**src/rtl/ext_bus_map.vh**
```
`ifndef EXT_BUS_MAP_VH
`define EXT_BUS_MAP_VH

// Register byte addresses
`define ADDR_SDRAM_BANK0_TIMING 32'hFFF01010
`define ADDR_SDRAM_BANK1_TIMING 32'hFFF01014
`define ADDR_IO_BANK0_CONTROL 32'hFFF01018
`define ADDR_IO_BANK1_CONTROL 32'hFFF0101C
`define ADDR_IO_BANK2_CONTROL 32'hFFF01020
`define ADDR_IO_BANK3_CONTROL 32'hFFF01024
`define ADDR_CLOCK_SKEW_CONTROL 32'hFFF01F00

// Reset values
`define RST_SDRAM_TIMING 32'h00000000
`define RST_IO_CONTROL 32'h00000000
`define RST_CLOCK_SKEW_LOW 9'h018

// Writable masks
`define MASK_SDRAM_TIMING 32'h000007FF
`define MASK_IO_CONTROL 32'hFFFFFFFF

// SDRAM timing fields
`define ROW_TO_COL_DELAY_MSB 10
`define ROW_TO_COL_DELAY_LSB 8
`define WRITE_RECOVERY_TIME_MSB 7
`define WRITE_RECOVERY_TIME_LSB 6
`define ROW_PRECHARGE_TIME_MSB 5
`define ROW_PRECHARGE_TIME_LSB 3
`define ROW_ACTIVE_TIME_MSB 2
`define ROW_ACTIVE_TIME_LSB 0

// I/O bank control fields
`define BANK_BASE_POINTER_MSB 31
`define BANK_BASE_POINTER_LSB 19
`define BANK_SIZE_MSB 18
`define BANK_SIZE_LSB 16
`define BYTE_ADDRESS_ALIGNMENT_BIT 15
`define STROBE_ACTIVE_CYCLES_MSB 14
`define STROBE_ACTIVE_CYCLES_LSB 11
`define SELECT_HOLD_AFTER_STROBE_MSB 10
`define SELECT_HOLD_AFTER_STROBE_LSB 8
`define ADDR_SETUP_BEFORE_SELECT_MSB 7
`define ADDR_SETUP_BEFORE_SELECT_LSB 5
`define SELECT_SETUP_BEFORE_STROBE_MSB 4
`define SELECT_SETUP_BEFORE_STROBE_LSB 2
`define BANK_BUS_WIDTH_MSB 1
`define BANK_BUS_WIDTH_LSB 0
`define BANK_BASE_SHIFT 18
`define BANK_SIZE_MIN 33'h000040000
`define BANK_SIZE_RESERVED 3'h7

// Clock skew fields
`define LATCH_CLOCK_SAMPLE_REF_RISE_MSB 31
`define LATCH_CLOCK_SAMPLE_REF_RISE_LSB 24
`define LATCH_CLOCK_SAMPLE_REF_FALL_MSB 23
`define LATCH_CLOCK_SAMPLE_REF_FALL_LSB 16
`define SW_SDRAM_INIT_TRIGGER_BIT 8
`define LATCH_CLOCK_SKEW_SEL_MSB 7
`define LATCH_CLOCK_SKEW_SEL_LSB 4
`define MCLK_OUT_DELAY_MSB 3
`define MCLK_OUT_DELAY_LSB 0

// SDRAM command codes
`define SD_CMD_NOP 3'h0
`define SD_CMD_ACTIVE 3'h1
`define SD_CMD_READ 3'h2
`define SD_CMD_WRITE 3'h3
`define SD_CMD_PRECHARGE 3'h4
`define SD_CMD_REFRESH 3'h5
`define SD_CMD_MODE_SET 3'h6

// Refresh commands in the power-on sequence
`define SD_INIT_REFRESHES 2'h2

`endif

```
**src/rtl/ext_bus_timing.v**
```verilog
// Behaviour
// Each SDRAM bank has its own timing register for its accesses.
// Row-to-column, precharge and row-active fields of value n give n+1 clocks.
// Four I/O banks each have their own control register.
// An I/O bank starts at its base pointer shifted left by eighteen.
// An access hits a bank when base <= address < base plus size.
// Size code 0 is 256K, doubling per step up to 16M at code 6; code 7 is reserved.
// Strobe codes 1 to 7 give 1 to 7 clocks, then 9 up to 23 in steps of 2.
// The address is held for the setup field's count of clocks before chip select falls.
// Writing one to the init trigger bit starts the same SDRAM power-on sequence as reset.
// The init trigger bit clears itself when the SDRAM sequence is complete.
// The clock tree is sampled on rising and falling edges into the two reference bytes.
// Output delay and latch skew fields: edge select on top, 0 to 7 gate steps below.
// I/O address decoding and strobe timing are made inside the block.
// The select-to-strobe field of value n delays the strobe n+1 clocks (1 to 8) after chip select.
// The select hold field of value n keeps chip select low n+1 clocks (1 to 8) after the strobe ends.
// The write recovery field gives 1 to 4 clocks between last write data and precharge.
`include "ext_bus_map.vh"
`default_nettype none

module ext_bus_timing #(
  parameter TAP_W = 8
) (
  input wire CLK, // System clock, 125 MHz
  input wire NRST, // Async reset, low
  input wire WB_CYC_I, // Bus cycle
  input wire WB_STB_I, // Bus strobe
  input wire WB_WE_I, // Bus write enable
  input wire [31:0] WB_ADR_I, // Bus byte address
  input wire [31:0] WB_DAT_I, // Bus write data
  input wire [3:0] WB_SEL_I, // Bus byte selects
  output reg [31:0] WB_DAT_O, // Bus read data
  output reg WB_ACK_O, // Bus acknowledge
  input wire REQ_VALID, // I/O access request
  output wire REQ_READY, // I/O engine idle
  input wire [31:0] REQ_ADDR, // I/O access address
  input wire REQ_WE, // I/O access is a write
  input wire [3:0] REQ_SEL, // I/O access byte lanes
  input wire [31:0] REQ_WDATA, // I/O write data
  output reg RSP_VALID, // I/O access finished, one cycle
  output reg RSP_ERR, // Address hit no I/O bank
  output reg [31:0] RSP_RDATA, // I/O read data
  output reg [31:0] IO_ADDR, // External address pins
  output reg [3:0] IO_BANK_SELECT_N, // I/O bank chip selects
  output reg READ_STROBE_N, // Read strobe
  output reg WRITE_STROBE_N, // Write strobe
  output reg [3:0] BYTE_WRITE_STROBE_N, // Byte write strobes
  output reg [31:0] IO_DATA_OUT, // Data pin output value
  output reg IO_DATA_OE, // Data pin output enable
  input wire [31:0] IO_DATA_IN, // Data pin input value
  input wire SD_REQ_VALID, // SDRAM access request
  output wire SD_REQ_READY, // SDRAM engine idle
  input wire SD_REQ_BANK, // SDRAM bank of the request
  input wire SD_REQ_WE, // SDRAM request is a write
  output reg SD_DONE, // SDRAM access finished, one cycle
  output reg [2:0] SD_CMD, // SDRAM command
  output reg SD_CMD_BANK, // SDRAM bank of the command
  output reg SD_INIT_BUSY, // Power-on sequence in progress
  input wire [TAP_W-1:0] MCLK_TREE_TAP, // Delayed memory clock tree
  output wire [3:0] MCLK_OUT_DELAY, // Output clock delay select
  output wire [3:0] LATCH_CLOCK_SKEW_SEL // Data latch clock skew select
);

  localparam IO_IDLE = 5'h01;
  localparam IO_SETUP = 5'h02;
  localparam IO_SEL = 5'h04;
  localparam IO_STRB = 5'h08;
  localparam IO_HOLD = 5'h10;

  localparam SD_IDLE = 4'h1;
  localparam SD_RCD = 4'h2;
  localparam SD_RECOV = 4'h4;
  localparam SD_RP = 4'h8;

  reg [31:0] sd_timing_reg [0:1];
  reg [31:0] io_ctl_reg [0:3];
  reg [8:0] skew_reg;
  reg sw_init_reg;
  reg [4:0] io_state_reg;
  reg [4:0] io_cnt_reg;
  reg [31:0] io_act_ctl_reg;
  reg [1:0] io_bank_reg;
  reg io_we_reg;
  reg [3:0] io_sel_reg;
  reg [31:0] din_s1_reg;
  reg [31:0] din_s2_reg;
  reg [3:0] sd_state_reg;
  reg [2:0] sd_cnt_reg;
  reg [2:0] sd_ras_reg;
  reg sd_bank_reg;
  reg sd_we_reg;
  reg sd_init_reg;
  reg [1:0] sd_step_reg;
  wire [TAP_W-1:0] tap_rise;
  wire [TAP_W-1:0] tap_fall;
  wire [3:0] io_hit;
  wire wb_req;
  wire wb_wr;
  wire sw_init_set;
  wire sd_init_done;
  wire [31:0] cur_sd;
  wire [31:0] req_ctl;
  wire [1:0] io_idx;
  reg [1:0] hit_bank;
  reg [31:0] rd_mux;

  function [31:0] merge_bytes;
    input [31:0] old_v;
    input [31:0] new_v;
    input [3:0] sel;
    input [31:0] mask;
    integer b;
    begin
      merge_bytes = old_v;
      for (b = 0; b < 4; b = b + 1)
        if (sel[b])
          merge_bytes[b*8 +: 8] = new_v[b*8 +: 8];
      merge_bytes = merge_bytes & mask;
    end
  endfunction

  function bank_hit;
    input [31:0] a;
    input [31:0] ctl;
    reg [32:0] base;
    reg [32:0] size;
    begin
      base = {2'b00, ctl[`BANK_BASE_POINTER_MSB:`BANK_BASE_POINTER_LSB], 18'h00000};
      size = `BANK_SIZE_MIN << ctl[`BANK_SIZE_MSB:`BANK_SIZE_LSB];
      bank_hit = (ctl[`BANK_SIZE_MSB:`BANK_SIZE_LSB] != `BANK_SIZE_RESERVED) &&
                 (ctl[`BANK_BUS_WIDTH_MSB:`BANK_BUS_WIDTH_LSB] != 2'h0) &&
                 ({1'b0, a} >= base) && ({1'b0, a} < base + size);
    end
  endfunction

  function [4:0] strobe_len;
    input [3:0] code;
    begin
      if (code == 4'h0)
        strobe_len = 5'h01;
      else if (!code[3])
        strobe_len = {1'b0, code};
      else
        strobe_len = {code, 1'b0} - 5'h07;
    end
  endfunction

  function [31:0] pin_address;
    input [31:0] a;
    input [31:0] ctl;
    begin
      if (ctl[`BYTE_ADDRESS_ALIGNMENT_BIT] || ctl[`BANK_BUS_WIDTH_MSB:`BANK_BUS_WIDTH_LSB] == 2'h1)
        pin_address = a;
      else if (ctl[`BANK_BUS_WIDTH_MSB:`BANK_BUS_WIDTH_LSB] == 2'h2)
        pin_address = {1'b0, a[31:1]};
      else
        pin_address = {2'b00, a[31:2]};
    end
  endfunction

  tap_sampler #(
    .W(TAP_W)
  ) u_tap_sampler (
    .clk(CLK),
    .nrst(NRST),
    .tap(MCLK_TREE_TAP),
    .rise_q(tap_rise),
    .fall_q(tap_fall)
  );

  genvar gi;
  generate
    for (gi = 0; gi < 4; gi = gi + 1)
    begin : g_hit
      assign io_hit[gi] = bank_hit(REQ_ADDR, io_ctl_reg[gi]);
    end
  endgenerate

  always @*
  begin
    hit_bank = 2'h0;
    if (io_hit[0])
      hit_bank = 2'h0;
    else if (io_hit[1])
      hit_bank = 2'h1;
    else if (io_hit[2])
      hit_bank = 2'h2;
    else if (io_hit[3])
      hit_bank = 2'h3;
  end

  assign req_ctl = io_ctl_reg[hit_bank];
  // I/O control offsets 0x18..0x24 map to index 0..3
  assign io_idx = WB_ADR_I[3:2] - 2'h2;
  assign wb_req = WB_CYC_I & WB_STB_I;
  assign wb_wr = wb_req & WB_WE_I & WB_ACK_O;
  assign sw_init_set = wb_wr && WB_SEL_I[1] && WB_ADR_I == `ADDR_CLOCK_SKEW_CONTROL &&
                       WB_DAT_I[`SW_SDRAM_INIT_TRIGGER_BIT];
  assign MCLK_OUT_DELAY = skew_reg[`MCLK_OUT_DELAY_MSB:`MCLK_OUT_DELAY_LSB];
  assign LATCH_CLOCK_SKEW_SEL = skew_reg[`LATCH_CLOCK_SKEW_SEL_MSB:`LATCH_CLOCK_SKEW_SEL_LSB];
  assign REQ_READY = io_state_reg == IO_IDLE;

  always @*
  begin
    case (WB_ADR_I)
      `ADDR_SDRAM_BANK0_TIMING: rd_mux = sd_timing_reg[0];
      `ADDR_SDRAM_BANK1_TIMING: rd_mux = sd_timing_reg[1];
      `ADDR_IO_BANK0_CONTROL, `ADDR_IO_BANK1_CONTROL, `ADDR_IO_BANK2_CONTROL, `ADDR_IO_BANK3_CONTROL:
        rd_mux = io_ctl_reg[io_idx];
      `ADDR_CLOCK_SKEW_CONTROL: rd_mux = {tap_rise, tap_fall, 7'h00, sw_init_reg, skew_reg[7:0]};
      default: rd_mux = 32'h00000000;
    endcase
  end

  // Register slave, ack one cycle after request
  always @(posedge CLK or negedge NRST)
  begin
    if (!NRST)
    begin
      WB_ACK_O <= 1'b0;
      WB_DAT_O <= 32'h00000000;
      sd_timing_reg[0] <= `RST_SDRAM_TIMING;
      sd_timing_reg[1] <= `RST_SDRAM_TIMING;
      io_ctl_reg[0] <= `RST_IO_CONTROL;
      io_ctl_reg[1] <= `RST_IO_CONTROL;
      io_ctl_reg[2] <= `RST_IO_CONTROL;
      io_ctl_reg[3] <= `RST_IO_CONTROL;
      skew_reg <= `RST_CLOCK_SKEW_LOW;
      sw_init_reg <= 1'b0;
    end
    else
    begin
      WB_ACK_O <= wb_req & ~WB_ACK_O;
      if (wb_req & ~WB_ACK_O)
        WB_DAT_O <= rd_mux;
      if (wb_wr)
      begin
        case (WB_ADR_I)
          `ADDR_SDRAM_BANK0_TIMING: sd_timing_reg[0] <=
            merge_bytes(sd_timing_reg[0], WB_DAT_I, WB_SEL_I, `MASK_SDRAM_TIMING);
          `ADDR_SDRAM_BANK1_TIMING: sd_timing_reg[1] <=
            merge_bytes(sd_timing_reg[1], WB_DAT_I, WB_SEL_I, `MASK_SDRAM_TIMING);
          `ADDR_IO_BANK0_CONTROL, `ADDR_IO_BANK1_CONTROL, `ADDR_IO_BANK2_CONTROL, `ADDR_IO_BANK3_CONTROL:
            io_ctl_reg[io_idx] <= merge_bytes(io_ctl_reg[io_idx], WB_DAT_I, WB_SEL_I, `MASK_IO_CONTROL);
          `ADDR_CLOCK_SKEW_CONTROL:
            if (WB_SEL_I[0])
              skew_reg[7:0] <= WB_DAT_I[7:0];
          default:
            skew_reg <= skew_reg;
        endcase
      end
      // Trigger wins over completion
      if (sw_init_set)
        sw_init_reg <= 1'b1;
      else if (sd_init_done)
        sw_init_reg <= 1'b0;
    end
  end

  // I/O bank access sequencer
  always @(posedge CLK or negedge NRST)
  begin
    if (!NRST)
    begin
      din_s1_reg <= 32'h00000000;
      din_s2_reg <= 32'h00000000;
      io_state_reg <= IO_IDLE;
      io_cnt_reg <= 5'h00;
      io_act_ctl_reg <= 32'h00000000;
      io_bank_reg <= 2'h0;
      io_we_reg <= 1'b0;
      io_sel_reg <= 4'h0;
      RSP_VALID <= 1'b0;
      RSP_ERR <= 1'b0;
      RSP_RDATA <= 32'h00000000;
      IO_ADDR <= 32'h00000000;
      IO_BANK_SELECT_N <= 4'hF;
      READ_STROBE_N <= 1'b1;
      WRITE_STROBE_N <= 1'b1;
      BYTE_WRITE_STROBE_N <= 4'hF;
      IO_DATA_OUT <= 32'h00000000;
      IO_DATA_OE <= 1'b0;
    end
    else
    begin
      din_s1_reg <= IO_DATA_IN;
      din_s2_reg <= din_s1_reg;
      RSP_VALID <= 1'b0;
      case (io_state_reg)
        IO_IDLE:
          if (REQ_VALID)
          begin
            if (io_hit == 4'h0)
            begin
              RSP_VALID <= 1'b1;
              RSP_ERR <= 1'b1;
            end
            else
            begin
              RSP_ERR <= 1'b0;
              io_act_ctl_reg <= req_ctl;
              io_bank_reg <= hit_bank;
              io_we_reg <= REQ_WE;
              io_sel_reg <= REQ_SEL;
              IO_ADDR <= pin_address(REQ_ADDR, req_ctl);
              IO_DATA_OUT <= REQ_WDATA;
              IO_DATA_OE <= REQ_WE;
              if (req_ctl[`ADDR_SETUP_BEFORE_SELECT_MSB:`ADDR_SETUP_BEFORE_SELECT_LSB] != 3'h0)
              begin
                io_state_reg <= IO_SETUP;
                io_cnt_reg <= {2'b00, req_ctl[`ADDR_SETUP_BEFORE_SELECT_MSB:`ADDR_SETUP_BEFORE_SELECT_LSB]} - 5'h01;
              end
              else
              begin
                IO_BANK_SELECT_N <= ~(4'h1 << hit_bank);
                io_state_reg <= IO_SEL;
                io_cnt_reg <= 5'h00;
              end
            end
          end
        IO_SETUP:
          if (io_cnt_reg == 5'h00)
          begin
            IO_BANK_SELECT_N <= ~(4'h1 << io_bank_reg);
            io_state_reg <= IO_SEL;
          end
          else
            io_cnt_reg <= io_cnt_reg - 5'h01;
        IO_SEL:
          // Select-to-strobe count
          if (io_cnt_reg == {2'b00, io_act_ctl_reg[`SELECT_SETUP_BEFORE_STROBE_MSB:`SELECT_SETUP_BEFORE_STROBE_LSB]})
          begin
            READ_STROBE_N <= io_we_reg;
            WRITE_STROBE_N <= ~io_we_reg;
            BYTE_WRITE_STROBE_N <= io_we_reg ? ~io_sel_reg : 4'hF;
            io_cnt_reg <= strobe_len(io_act_ctl_reg[`STROBE_ACTIVE_CYCLES_MSB:`STROBE_ACTIVE_CYCLES_LSB]) - 5'h01;
            io_state_reg <= IO_STRB;
          end
          else
            io_cnt_reg <= io_cnt_reg + 5'h01;
        IO_STRB:
          if (io_cnt_reg == 5'h00)
          begin
            READ_STROBE_N <= 1'b1;
            WRITE_STROBE_N <= 1'b1;
            BYTE_WRITE_STROBE_N <= 4'hF;
            RSP_RDATA <= io_we_reg ? 32'h00000000 : din_s2_reg;
            io_cnt_reg <= 5'h00;
            io_state_reg <= IO_HOLD;
          end
          else
            io_cnt_reg <= io_cnt_reg - 5'h01;
        IO_HOLD:
          if (io_cnt_reg == {2'b00, io_act_ctl_reg[`SELECT_HOLD_AFTER_STROBE_MSB:`SELECT_HOLD_AFTER_STROBE_LSB]})
          begin
            IO_BANK_SELECT_N <= 4'hF;
            IO_DATA_OE <= 1'b0;
            RSP_VALID <= 1'b1;
            io_state_reg <= IO_IDLE;
          end
          else
            io_cnt_reg <= io_cnt_reg + 5'h01;
        default:
          io_state_reg <= IO_IDLE;
      endcase
    end
  end

  // SDRAM sequencer, per-bank timing
  assign cur_sd = sd_timing_reg[sd_bank_reg];
  assign SD_REQ_READY = sd_state_reg == SD_IDLE && !sd_init_reg && !sw_init_reg;
  assign sd_init_done = sd_state_reg == SD_RP && sd_init_reg && sd_cnt_reg == 3'h0 &&
                        sd_step_reg == `SD_INIT_REFRESHES;

  always @(posedge CLK or negedge NRST)
  begin
    if (!NRST)
    begin
      sd_state_reg <= SD_IDLE;
      sd_cnt_reg <= 3'h0;
      sd_ras_reg <= 3'h0;
      sd_bank_reg <= 1'b0;
      sd_we_reg <= 1'b0;
      sd_init_reg <= 1'b1;
      sd_step_reg <= 2'h0;
      SD_CMD <= `SD_CMD_NOP;
      SD_CMD_BANK <= 1'b0;
      SD_DONE <= 1'b0;
      SD_INIT_BUSY <= 1'b1;
    end
    else
    begin
      SD_CMD <= `SD_CMD_NOP;
      SD_DONE <= 1'b0;
      if (sd_ras_reg != 3'h0)
        sd_ras_reg <= sd_ras_reg - 3'h1;
      case (sd_state_reg)
        SD_IDLE:
          if (sd_init_reg || sw_init_reg)
          begin
            sd_init_reg <= 1'b1;
            SD_INIT_BUSY <= 1'b1;
            sd_step_reg <= 2'h0;
            sd_bank_reg <= 1'b0;
            SD_CMD <= `SD_CMD_PRECHARGE;
            sd_cnt_reg <= sd_timing_reg[0][`ROW_PRECHARGE_TIME_MSB:`ROW_PRECHARGE_TIME_LSB];
            sd_state_reg <= SD_RP;
          end
          else if (SD_REQ_VALID)
          begin
            sd_bank_reg <= SD_REQ_BANK;
            sd_we_reg <= SD_REQ_WE;
            SD_CMD <= `SD_CMD_ACTIVE;
            SD_CMD_BANK <= SD_REQ_BANK;
            sd_cnt_reg <= sd_timing_reg[SD_REQ_BANK][`ROW_TO_COL_DELAY_MSB:`ROW_TO_COL_DELAY_LSB];
            sd_ras_reg <= sd_timing_reg[SD_REQ_BANK][`ROW_ACTIVE_TIME_MSB:`ROW_ACTIVE_TIME_LSB];
            sd_state_reg <= SD_RCD;
          end
        SD_RCD:
          if (sd_cnt_reg == 3'h0)
          begin
            SD_CMD <= sd_we_reg ? `SD_CMD_WRITE : `SD_CMD_READ;
            sd_cnt_reg <= sd_we_reg ?
              {1'b0, cur_sd[`WRITE_RECOVERY_TIME_MSB:`WRITE_RECOVERY_TIME_LSB]} : 3'h0;
            sd_state_reg <= SD_RECOV;
          end
          else
            sd_cnt_reg <= sd_cnt_reg - 3'h1;
        SD_RECOV:
          if (sd_cnt_reg == 3'h0 && sd_ras_reg == 3'h0)
          begin
            SD_CMD <= `SD_CMD_PRECHARGE;
            sd_cnt_reg <= cur_sd[`ROW_PRECHARGE_TIME_MSB:`ROW_PRECHARGE_TIME_LSB];
            sd_state_reg <= SD_RP;
          end
          else if (sd_cnt_reg != 3'h0)
            sd_cnt_reg <= sd_cnt_reg - 3'h1;
        SD_RP:
          if (sd_cnt_reg != 3'h0)
            sd_cnt_reg <= sd_cnt_reg - 3'h1;
          else if (!sd_init_reg)
          begin
            SD_DONE <= 1'b1;
            sd_state_reg <= SD_IDLE;
          end
          else if (sd_step_reg != `SD_INIT_REFRESHES)
          begin
            SD_CMD <= `SD_CMD_REFRESH;
            sd_step_reg <= sd_step_reg + 2'h1;
            sd_cnt_reg <= cur_sd[`ROW_PRECHARGE_TIME_MSB:`ROW_PRECHARGE_TIME_LSB];
          end
          else
          begin
            SD_CMD <= `SD_CMD_MODE_SET;
            sd_init_reg <= 1'b0;
            SD_INIT_BUSY <= 1'b0;
            sd_state_reg <= SD_IDLE;
          end
        default:
          sd_state_reg <= SD_IDLE;
      endcase
    end
  end

endmodule

`default_nettype wire

```
**src/rtl/tap_sampler.v**
```verilog
`default_nettype none

module tap_sampler #(
  parameter W = 8
) (
  input wire clk, // System clock
  input wire nrst, // Async reset, low
  input wire [W-1:0] tap, // Delayed clock tree taps
  output reg [W-1:0] rise_q, // Taps seen at rising edges
  output reg [W-1:0] fall_q // Taps seen at falling edges
);

  reg [W-1:0] rise_s1_reg;
  reg [W-1:0] fall_s1_reg;

  // Two-stage capture on each edge
  always @(posedge clk or negedge nrst)
  begin
    if (!nrst)
    begin
      rise_s1_reg <= {W{1'b0}};
      rise_q <= {W{1'b0}};
    end
    else
    begin
      rise_s1_reg <= tap;
      rise_q <= rise_s1_reg;
    end
  end

  always @(negedge clk or negedge nrst)
  begin
    if (!nrst)
    begin
      fall_s1_reg <= {W{1'b0}};
      fall_q <= {W{1'b0}};
    end
    else
    begin
      fall_s1_reg <= tap;
      fall_q <= fall_s1_reg;
    end
  end

endmodule

`default_nettype wire

```
**config.mk**
```make
export PLATFORM = sky130hd
export DESIGN_NAME = ext_bus_timing
export DESIGN_NICKNAME = d
export VERILOG_FILES = /design/src/rtl/ext_bus_timing.v /design/src/rtl/tap_sampler.v
export VERILOG_INCLUDE_DIRS = /design/src /design/src/rtl
export SDC_FILE = /design/constraint.sdc
export NUM_CORES = 1
export LEC_CHECK = 0
export BUFFER_PORTS_ARGS = -buffer_cell sky130_fd_sc_hd__clkbuf_2
export CORE_ASPECT_RATIO = 0.8
export CORE_MARGIN = 10
export CORE_UTILIZATION = 45
export CTS_BUF_LIST = sky130_fd_sc_hd__clkbuf_2
export CTS_CLUSTER_SIZE = 30
export DETAILED_ROUTE_END_ITERATION = 8
export PLACE_DENSITY_LB_ADDON = 0.08
export SLEW_MARGIN = 20
export SYNTH_ARGS = -nofsm -noshare
export SYNTH_HDL_FRONTEND = slang
export SYNTH_SLANG_ARGS = --single-unit
```
**constraint.sdc**
```tcl
create_clock -name CLK -period 5.5 [get_ports CLK]
set_clock_uncertainty 0.1 [all_clocks]
set_input_delay 0.55 -clock CLK [delete_from_list [all_inputs] [get_ports CLK]]
set_output_delay 0.55 -clock CLK [all_outputs]
set_load 0.1 [all_outputs]
```
==> results of run 1 <==
-- Yosys cell counts, types with 12 or more instances --
library cell  number  area, um2
dfrtn_1           16        400
nor3_1            28        140
mux2i_1           77        771
ha_1             149       1860
nor3b_1           18        135
dfstp_2           16        420
nand4_1           17        106
dfrtp_1          413      10300
o21ai_0          127        636
nand2_1          343       1290
a222oi_1          21        210
a21o_1            21        158
a2bb2oi_1         32        280
o221ai_1          34        298
clkbuf_1         107        402
nand3_1           28        140
inv_1             96        360
buf_1             12       45.0
nor2_1           174        653
a22oi_1           21        158
a21oi_1          176        881
mux4_2            32        721
mux2_2            33        372
xnor2_1           48        420
and3_1            15       93.8
a211oi_1          15        113
o21bai_1          13       97.6
o211ai_1          14        105
nand2b_1          42        263
a31oi_1           19        119
-- area by class of cell --
cell class / count / area share, %
antenna: 2 / 0.0169
clock buffer: 177 / 2.98
clock inverter: 32 / 0.539
inverter: 97 / 1.23
multi-input combinational: 1649 / 38.8
sequential: 445 / 37.6
tap: 684 / 2.88
timing repair buffer: 651 / 16.0
-- power by group through the flow --
stage | Sequential, W | Combinational [W] | Clock (W)
after floorplan | 0.00358 | 0.000542 | 0
after global placement | 0.00352 | 0.000927 | 0
after detailed placement | 0.00352 | 0.000949 | 0
after CTS | 0.00346 | 0.00109 | 0.00237
after global routing | 0.00348 | 0.00121 | 0.00255
final | 0.00346 | 0.00109 | 0.00228
-- metrics by stage --
step	cell area [um2]	setup TNS [ps]	utilization (%)	worst slack (ps)	cells
finish	29700	0	58.0	225	3737
global route	29700	-812	58.0	-77.0	3737
CTS	29500	0	57.6	32.6	3727
detailed placement	26000	-113	50.9	-54.1	3281
global placement	26000	0	50.9	54.9	3281
floorplan	23300	0	-	38.6	2315
-- worst max path at each step --
stage                                           end  slack (ps)
CTS                 IO_BANK_SELECT_N[2]$_DFFE_PN1P_          30
floorplan           IO_BANK_SELECT_N[2]$_DFFE_PN1P_          40
finish              IO_BANK_SELECT_N[2]$_DFFE_PN1P_         220
detailed placement  IO_BANK_SELECT_N[2]$_DFFE_PN1P_         -50
global placement    IO_BANK_SELECT_N[2]$_DFFE_PN1P_          50
global route        IO_BANK_SELECT_N[2]$_DFFE_PN1P_         -80
-- metal layers --
layer	GRT usage, %	vias to the layer above	wire length [um]
met5	0	-	0
met4	6.20	0	1280
met3	6.92	104	7460
met2	35.8	883	32800
met1	35.3	10100	34600
li1	-	9671	-
-- placed cells by master, fill, tap and decap left out, types with 17 or more instances in the layout --
| cell | n |
|---|---|
| a21o_1 | 20 |
| a21oi_1 | 165 |
| a222oi_1 | 21 |
| a22oi_1 | 20 |
| a2bb2oi_1 | 32 |
| a31oi_1 | 19 |
| buf_4 | 64 |
| clkbuf_2 | 519 |
| clkinv_1 | 25 |
| dfrtp_1 | 411 |
| dlygate4sd3_1 | 234 |
| ha_1 | 148 |
| inv_1 | 96 |
| mux2_2 | 33 |
| mux2i_1 | 77 |
| mux4_2 | 32 |
| nand2_1 | 340 |
| nand2b_1 | 42 |
| nand3_1 | 28 |
| nand4_1 | 17 |
| nor2_1 | 173 |
| nor3_1 | 23 |
| o21ai_0 | 125 |
| o221ai_1 | 34 |
| xnor2_1 | 48 |
-- timing repair --
item | in CTS | in global routing
endpoints found under the hold margin | 566 | 0
pin swaps | 0 | 9
endpoints found under the setup margin | 2 | 93
resized for setup | 1 | 39
setup buffers | 2 | 8
hold buffers | 235 | 0
-- cell families (layout without fill, tap and decap cells) --
| family | count (synthesis) | in the layout | synth area share [%] |
|---|---|---|---|
| AO/OA/AOI/OAI | 559 | 559 | 15.6 |
| XOR/XNOR | 52 | 52 | 1.95 |
| adder cells (fa/ha/maj) | 153 | 153 | 8.34 |
| buffers and inverters | 221 | 957 | 3.61 |
| flip-flops | 445 | 445 | 47.8 |
| multiplexers | 144 | 144 | 8.12 |
| other | 0 | 2 | 0 |
| AND/OR/NAND/NOR | 741 | 741 | 14.5 |
-- critical path, cell delays in order, from the launching register on --
cell	delay (ps)
dfrtp_1	430
nor3b_2	260
ha_1	270
a21o_1	160
a21oi_1	240
o21bai_1	110
a21oi_2	180
o21bai_1	80
a21o_1	210
a21oi_1	200
nor4_1	90
xnor2_1	150
ha_1	200
a21o_1	160
a2111o_1	450
a221oi_4	250
nand2_2	120
buf_4	180
nor3_1	140
a211oi_1	90
a221o_1	300
o41a_1	510
mux2_4	330
==> reports/metrics.yaml, run 1 <==
dp_hpwl_um: 54000
finalWirelength_um: 76200
pwr-share-seq_pct: 50.7
fmax_ghz: 0.190
vias: 20700
largest_reg_flops: 128
first_pass_iters: 9
gr-usage-all-layers_pct: 24.5
area_delta_synth_final_pct: 27.3
min_path_cells: 6
wl_per_cell_um: 20.4
cts_tree: "yes"
period_needed_ps: 5280
synth_nets: 2654
maxSlewViolCount: 0
worst_pin_slew_ps: 1150
whs_ps: 144
clkTransAtPathRegs_ps: 110
seq_area_frac_synth_pct: 47.8
p_switching_w: 0.00212
cp-start-kind: "register"
cts.path.max_buffers: 3
grt_start_max_net_pins: 182
drive_gt1_share_pct: 24.0
power_frac_clock_pct: 33.4
hp-start: "WB_ADR_I[5]"
r2r-end: "IO_BANK_SELECT_N[2]$_DFFE_PN1P_"
drc_errors: 0
ant_nets: 0
slew_headroom_pct: 21.1
synth-seq-cells: 445
grt_pass1_vias: 21200
maxCapViolCount: 0
core_um2: 51200
dieArea_um2: 61400
cp-end-kind: "register"
drt_iter0_drc: 1840
regArea_um2: 11200
yosysUniqueCellTypes: 79
start_util_pct: 45.6
ios: 344
antenna_found_initial: 2
io_buffers: 343
fin_nets: 3295
cts_root_buf: "clkbuf_2"
gp_congestion: 0.926
hold_path_end: "WB_DAT_O[10]$_DFFE_PN0P_"
grt_pass1_wl_um: 120000
n_fill_cell: 4449
synth-edff-count: 0
hold_violations: 0
rr_startpoint: "io_ctl_reg[81]$_DFFE_PN0P_"
r2r_setup_slack_ps: 220
grt_overflow_total: 0
p_comb_share_pct: 15.9
die_w_um: 275
rows: 74
outcome: "finished clean"
p_sw_share_pct: 31.0
via_per_inst: 5.55
syn_area_per_cell_um2: 10.1
total_power_w: 0.00683
critical_path_class: "register to register"
vdd_drop_max_mv: 0.173
startpoint: "io_ctl_reg[81]$_DFFE_PN0P_"
p_int_w: 0.00472
worstRegToRegCells: 22
critPathMaxFanout: 6
hold_path_class: "input pin to register"
setup_violations: 0
clk_latency_ps: 1120
ys_warn_count: 0
numCtsBuffers: 112
worstPathArrival_ps: 6230
powerDensity_nw_per_um2: 230
syn_inst: 2315
htreeDepth: 3
power_leakage_nw: 14.2
die_y_um: 224
required_ps: 6450
ys.flop_type: "dfrtp_1"
synth_area_um2: 23300
multi_input_area_um2: 11500
cts.sinks: 445
async_flop_share_pct: 100
post-route-period-util_pct: 95.9
Power figures use the tool's default switching activity.
==> inputs of run 2 (changes only) <==
clock period = 6.7 ns   (was 5.5 ns; I/O delays follow)
==> run 2 against run 1 <==
  * Non-clock buffer count fell by 70
  * Utilization shrank 1.6 points
  * Design area fell by 2.7%
  * Cell count is 2.1% lower
  * Sequential share of layout area grew 1.0 points
  * Worst setup slack improved by 110 ps
  * Critical path type unchanged
==> reports/metrics.yaml, run 2 (same netlist as run 1, synthesis figures left out) <==
outcome: "finished clean"
numCtsBuffers: 112
drt_iter0_drc: 1685
grt_pass1_wl_um: 117000
first_pass_iters: 6
cts_root_buf: "clkbuf_2"
powerDensity_nw_per_um2: 194
io_buffers: 343
hold_violations: 0
maxCapViolCount: 0
maxSlewViolCount: 0
via_per_inst: 5.57
largest_reg_flops: 128
dp_hpwl_um: 53300
power_leakage_nw: 13.8
antenna_found_initial: 2
cts.path.max_buffers: 3
dieArea_um2: 61400
total_power_w: 0.00560
rows: 74
wl_per_cell_um: 20.4
final_common_cell: "clkbuf_2"
required_ps: 7570
grt_overflow_total: 0
drc_errors: 0
worstPathArrival_ps: 7230
fmax_ghz: 0.157
cts_tree: "yes"
setup_violations: 0
htreeDepth: 3
fin_nets: 3225
grt_pass1_vias: 20700
hold_path_class: "input pin to register"
final_cell_mix: "509 x clkbuf_2, 412 x dfrtp_1, 340 x nand2_1, 203 x dlygate4sd3_1, 176 x a21oi_1"
whs_ps: 151
ant_nets: 0
vdd_drop_max_mv: 0.145
final.setup.tns_ps: 0
ios: 344
vias: 20400
cts.sinks: 445
cp-end-kind: "register"
start_util_pct: 45.6
slew_headroom_pct: 31.8
period_needed_ps: 6370
cp-start-kind: "register"
core_um2: 51200
worst_pin_slew_ps: 997
clk_latency_ps: 1160
critPathMaxFanout: 31
post-route-period-util_pct: 95.0
gr-usage-all-layers_pct: 24.1
die_y_um: 224
drive_gt1_share_pct: 22.2
gp_congestion: 0.907
clkTransAtPathRegs_ps: 120
critical_path_class: "register to register"
finalWirelength_um: 74800
final_core_util_pct: 56.4
grt_start_max_net_pins: 169
die_w_um: 275
area_delta_synth_final_pct: 23.9
-- run 2: cell types whose count changed in the layout (fill, tap and decap cells not counted), moves of 4 or more --
| cell | previous run | this run |
|---|---|---|
| buf_4 | 64 | 28 |
| dlygate4sd3_1 | 234 | 203 |
| a21oi_1 | 165 | 176 |
| a21oi_2 | 11 | 0 |
| clkbuf_2 | 519 | 509 |
| buf_12 | 8 | 1 |
| buf_6 | 1 | 5 |
-- run 2: worst paths after layout --
check,depth (start not counted),startpoint,slack [ps],endpoint
worst min register to register,0,u_tap_sampler.fall_s1_reg[5]$_DFF_NN0_,190,u_tap_sampler.fall_q[5]$_DFF_NN0_
worst max-delay path,24,io_ctl_reg[81]$_DFFE_PN0P_,330,IO_ADDR[3]$_DFFE_PN0P_
worst max register to register,24,io_ctl_reg[81]$_DFFE_PN0P_,330,IO_ADDR[3]$_DFFE_PN0P_
max in group asynchronous,3,NRST,2320,u_tap_sampler.fall_s1_reg[3]$_DFF_NN0_
min in group asynchronous,3,NRST,520,io_ctl_reg[81]$_DFFE_PN0P_
worst min-delay path,6,WB_ADR_I[8],150,WB_DAT_O[12]$_DFFE_PN0P_
-- run 2: through the flow --
| step | instances | cell area [um2] | setup slack [ps] |
|---|---|---|---|
| after floorplan | 2315 | 23300 | 1240 |
| after global placement | 3246 | 25700 | 628 |
| after detailed placement | 3246 | 25700 | 550 |
| after CTS | 3652 | 28800 | 288 |
| after global routing | 3660 | 28900 | -62.0 |
| final | 3660 | 28900 | 332 |
-- run 2: power by group --
| group | total [W] | leakage, nW | internal, W | switching, W |
|---|---|---|---|---|
| Clock | 0.00189 | 0.788 | 0.000747 | 0.00114 |
| Sequential | 0.00284 | 5.90 | 0.00278 | 0.0000646 |
| Combinational | 0.000869 | 7.11 | 0.000337 | 0.000532 |
| Total | 0.00560 | 13.8 | 0.00386 | 0.00174 |
-- run 2: final cells by class --
cell class / count / area [um2]
clock buffer: 167 / 836
tap: 684 / 856
fill: 4507 / 22300
timing repair buffer: 581 / 4070
clock inverter: 35 / 203
multi-input combinational: 1649 / 11400
sequential: 445 / 11200
antenna: 2 / 5.00
inverter: 97 / 364
-- run 2: critical path, cell delays in order, from the launching register on --
cell           delay, ps
dfrtp_1              520
nor3_1               100
ha_1                 220
fa_1                 400
a21o_1               190
a21oi_1              210
o21bai_1              90
a21oi_1              220
o21bai_1             100
a21oi_1              230
nor2_1                90
nand2_1               90
xnor2_1              120
ha_1                 260
a21o_1               180
a2111o_1             400
a221oi_1             300
nand2_1              260
nor3_1               400
a211oi_2             120
a22oi_2              270
buf_6                390
mux2i_1              280
o221ai_1             130
dlygate4sd3_1        580
-- run 2: what timing repair did --
item                                    CTS  global route
hold buffers                            204             0
gates resized for setup                   0            12
endpoints found under the setup margin    0            17
buffers inserted                          0             6
endpoints found under the hold margin   384             0
-- run 2: layer usage --
metal  vias up  wire (um)  track usage (%)  share of wire (%)
met5         -         13                0              0.017
met4         2       1450             6.57                1.9
met3       101       7910             8.01                 11
met2       829      31800             34.9                 42
met1      9950      33700             33.9                 45
li1       9517          -                -                  -
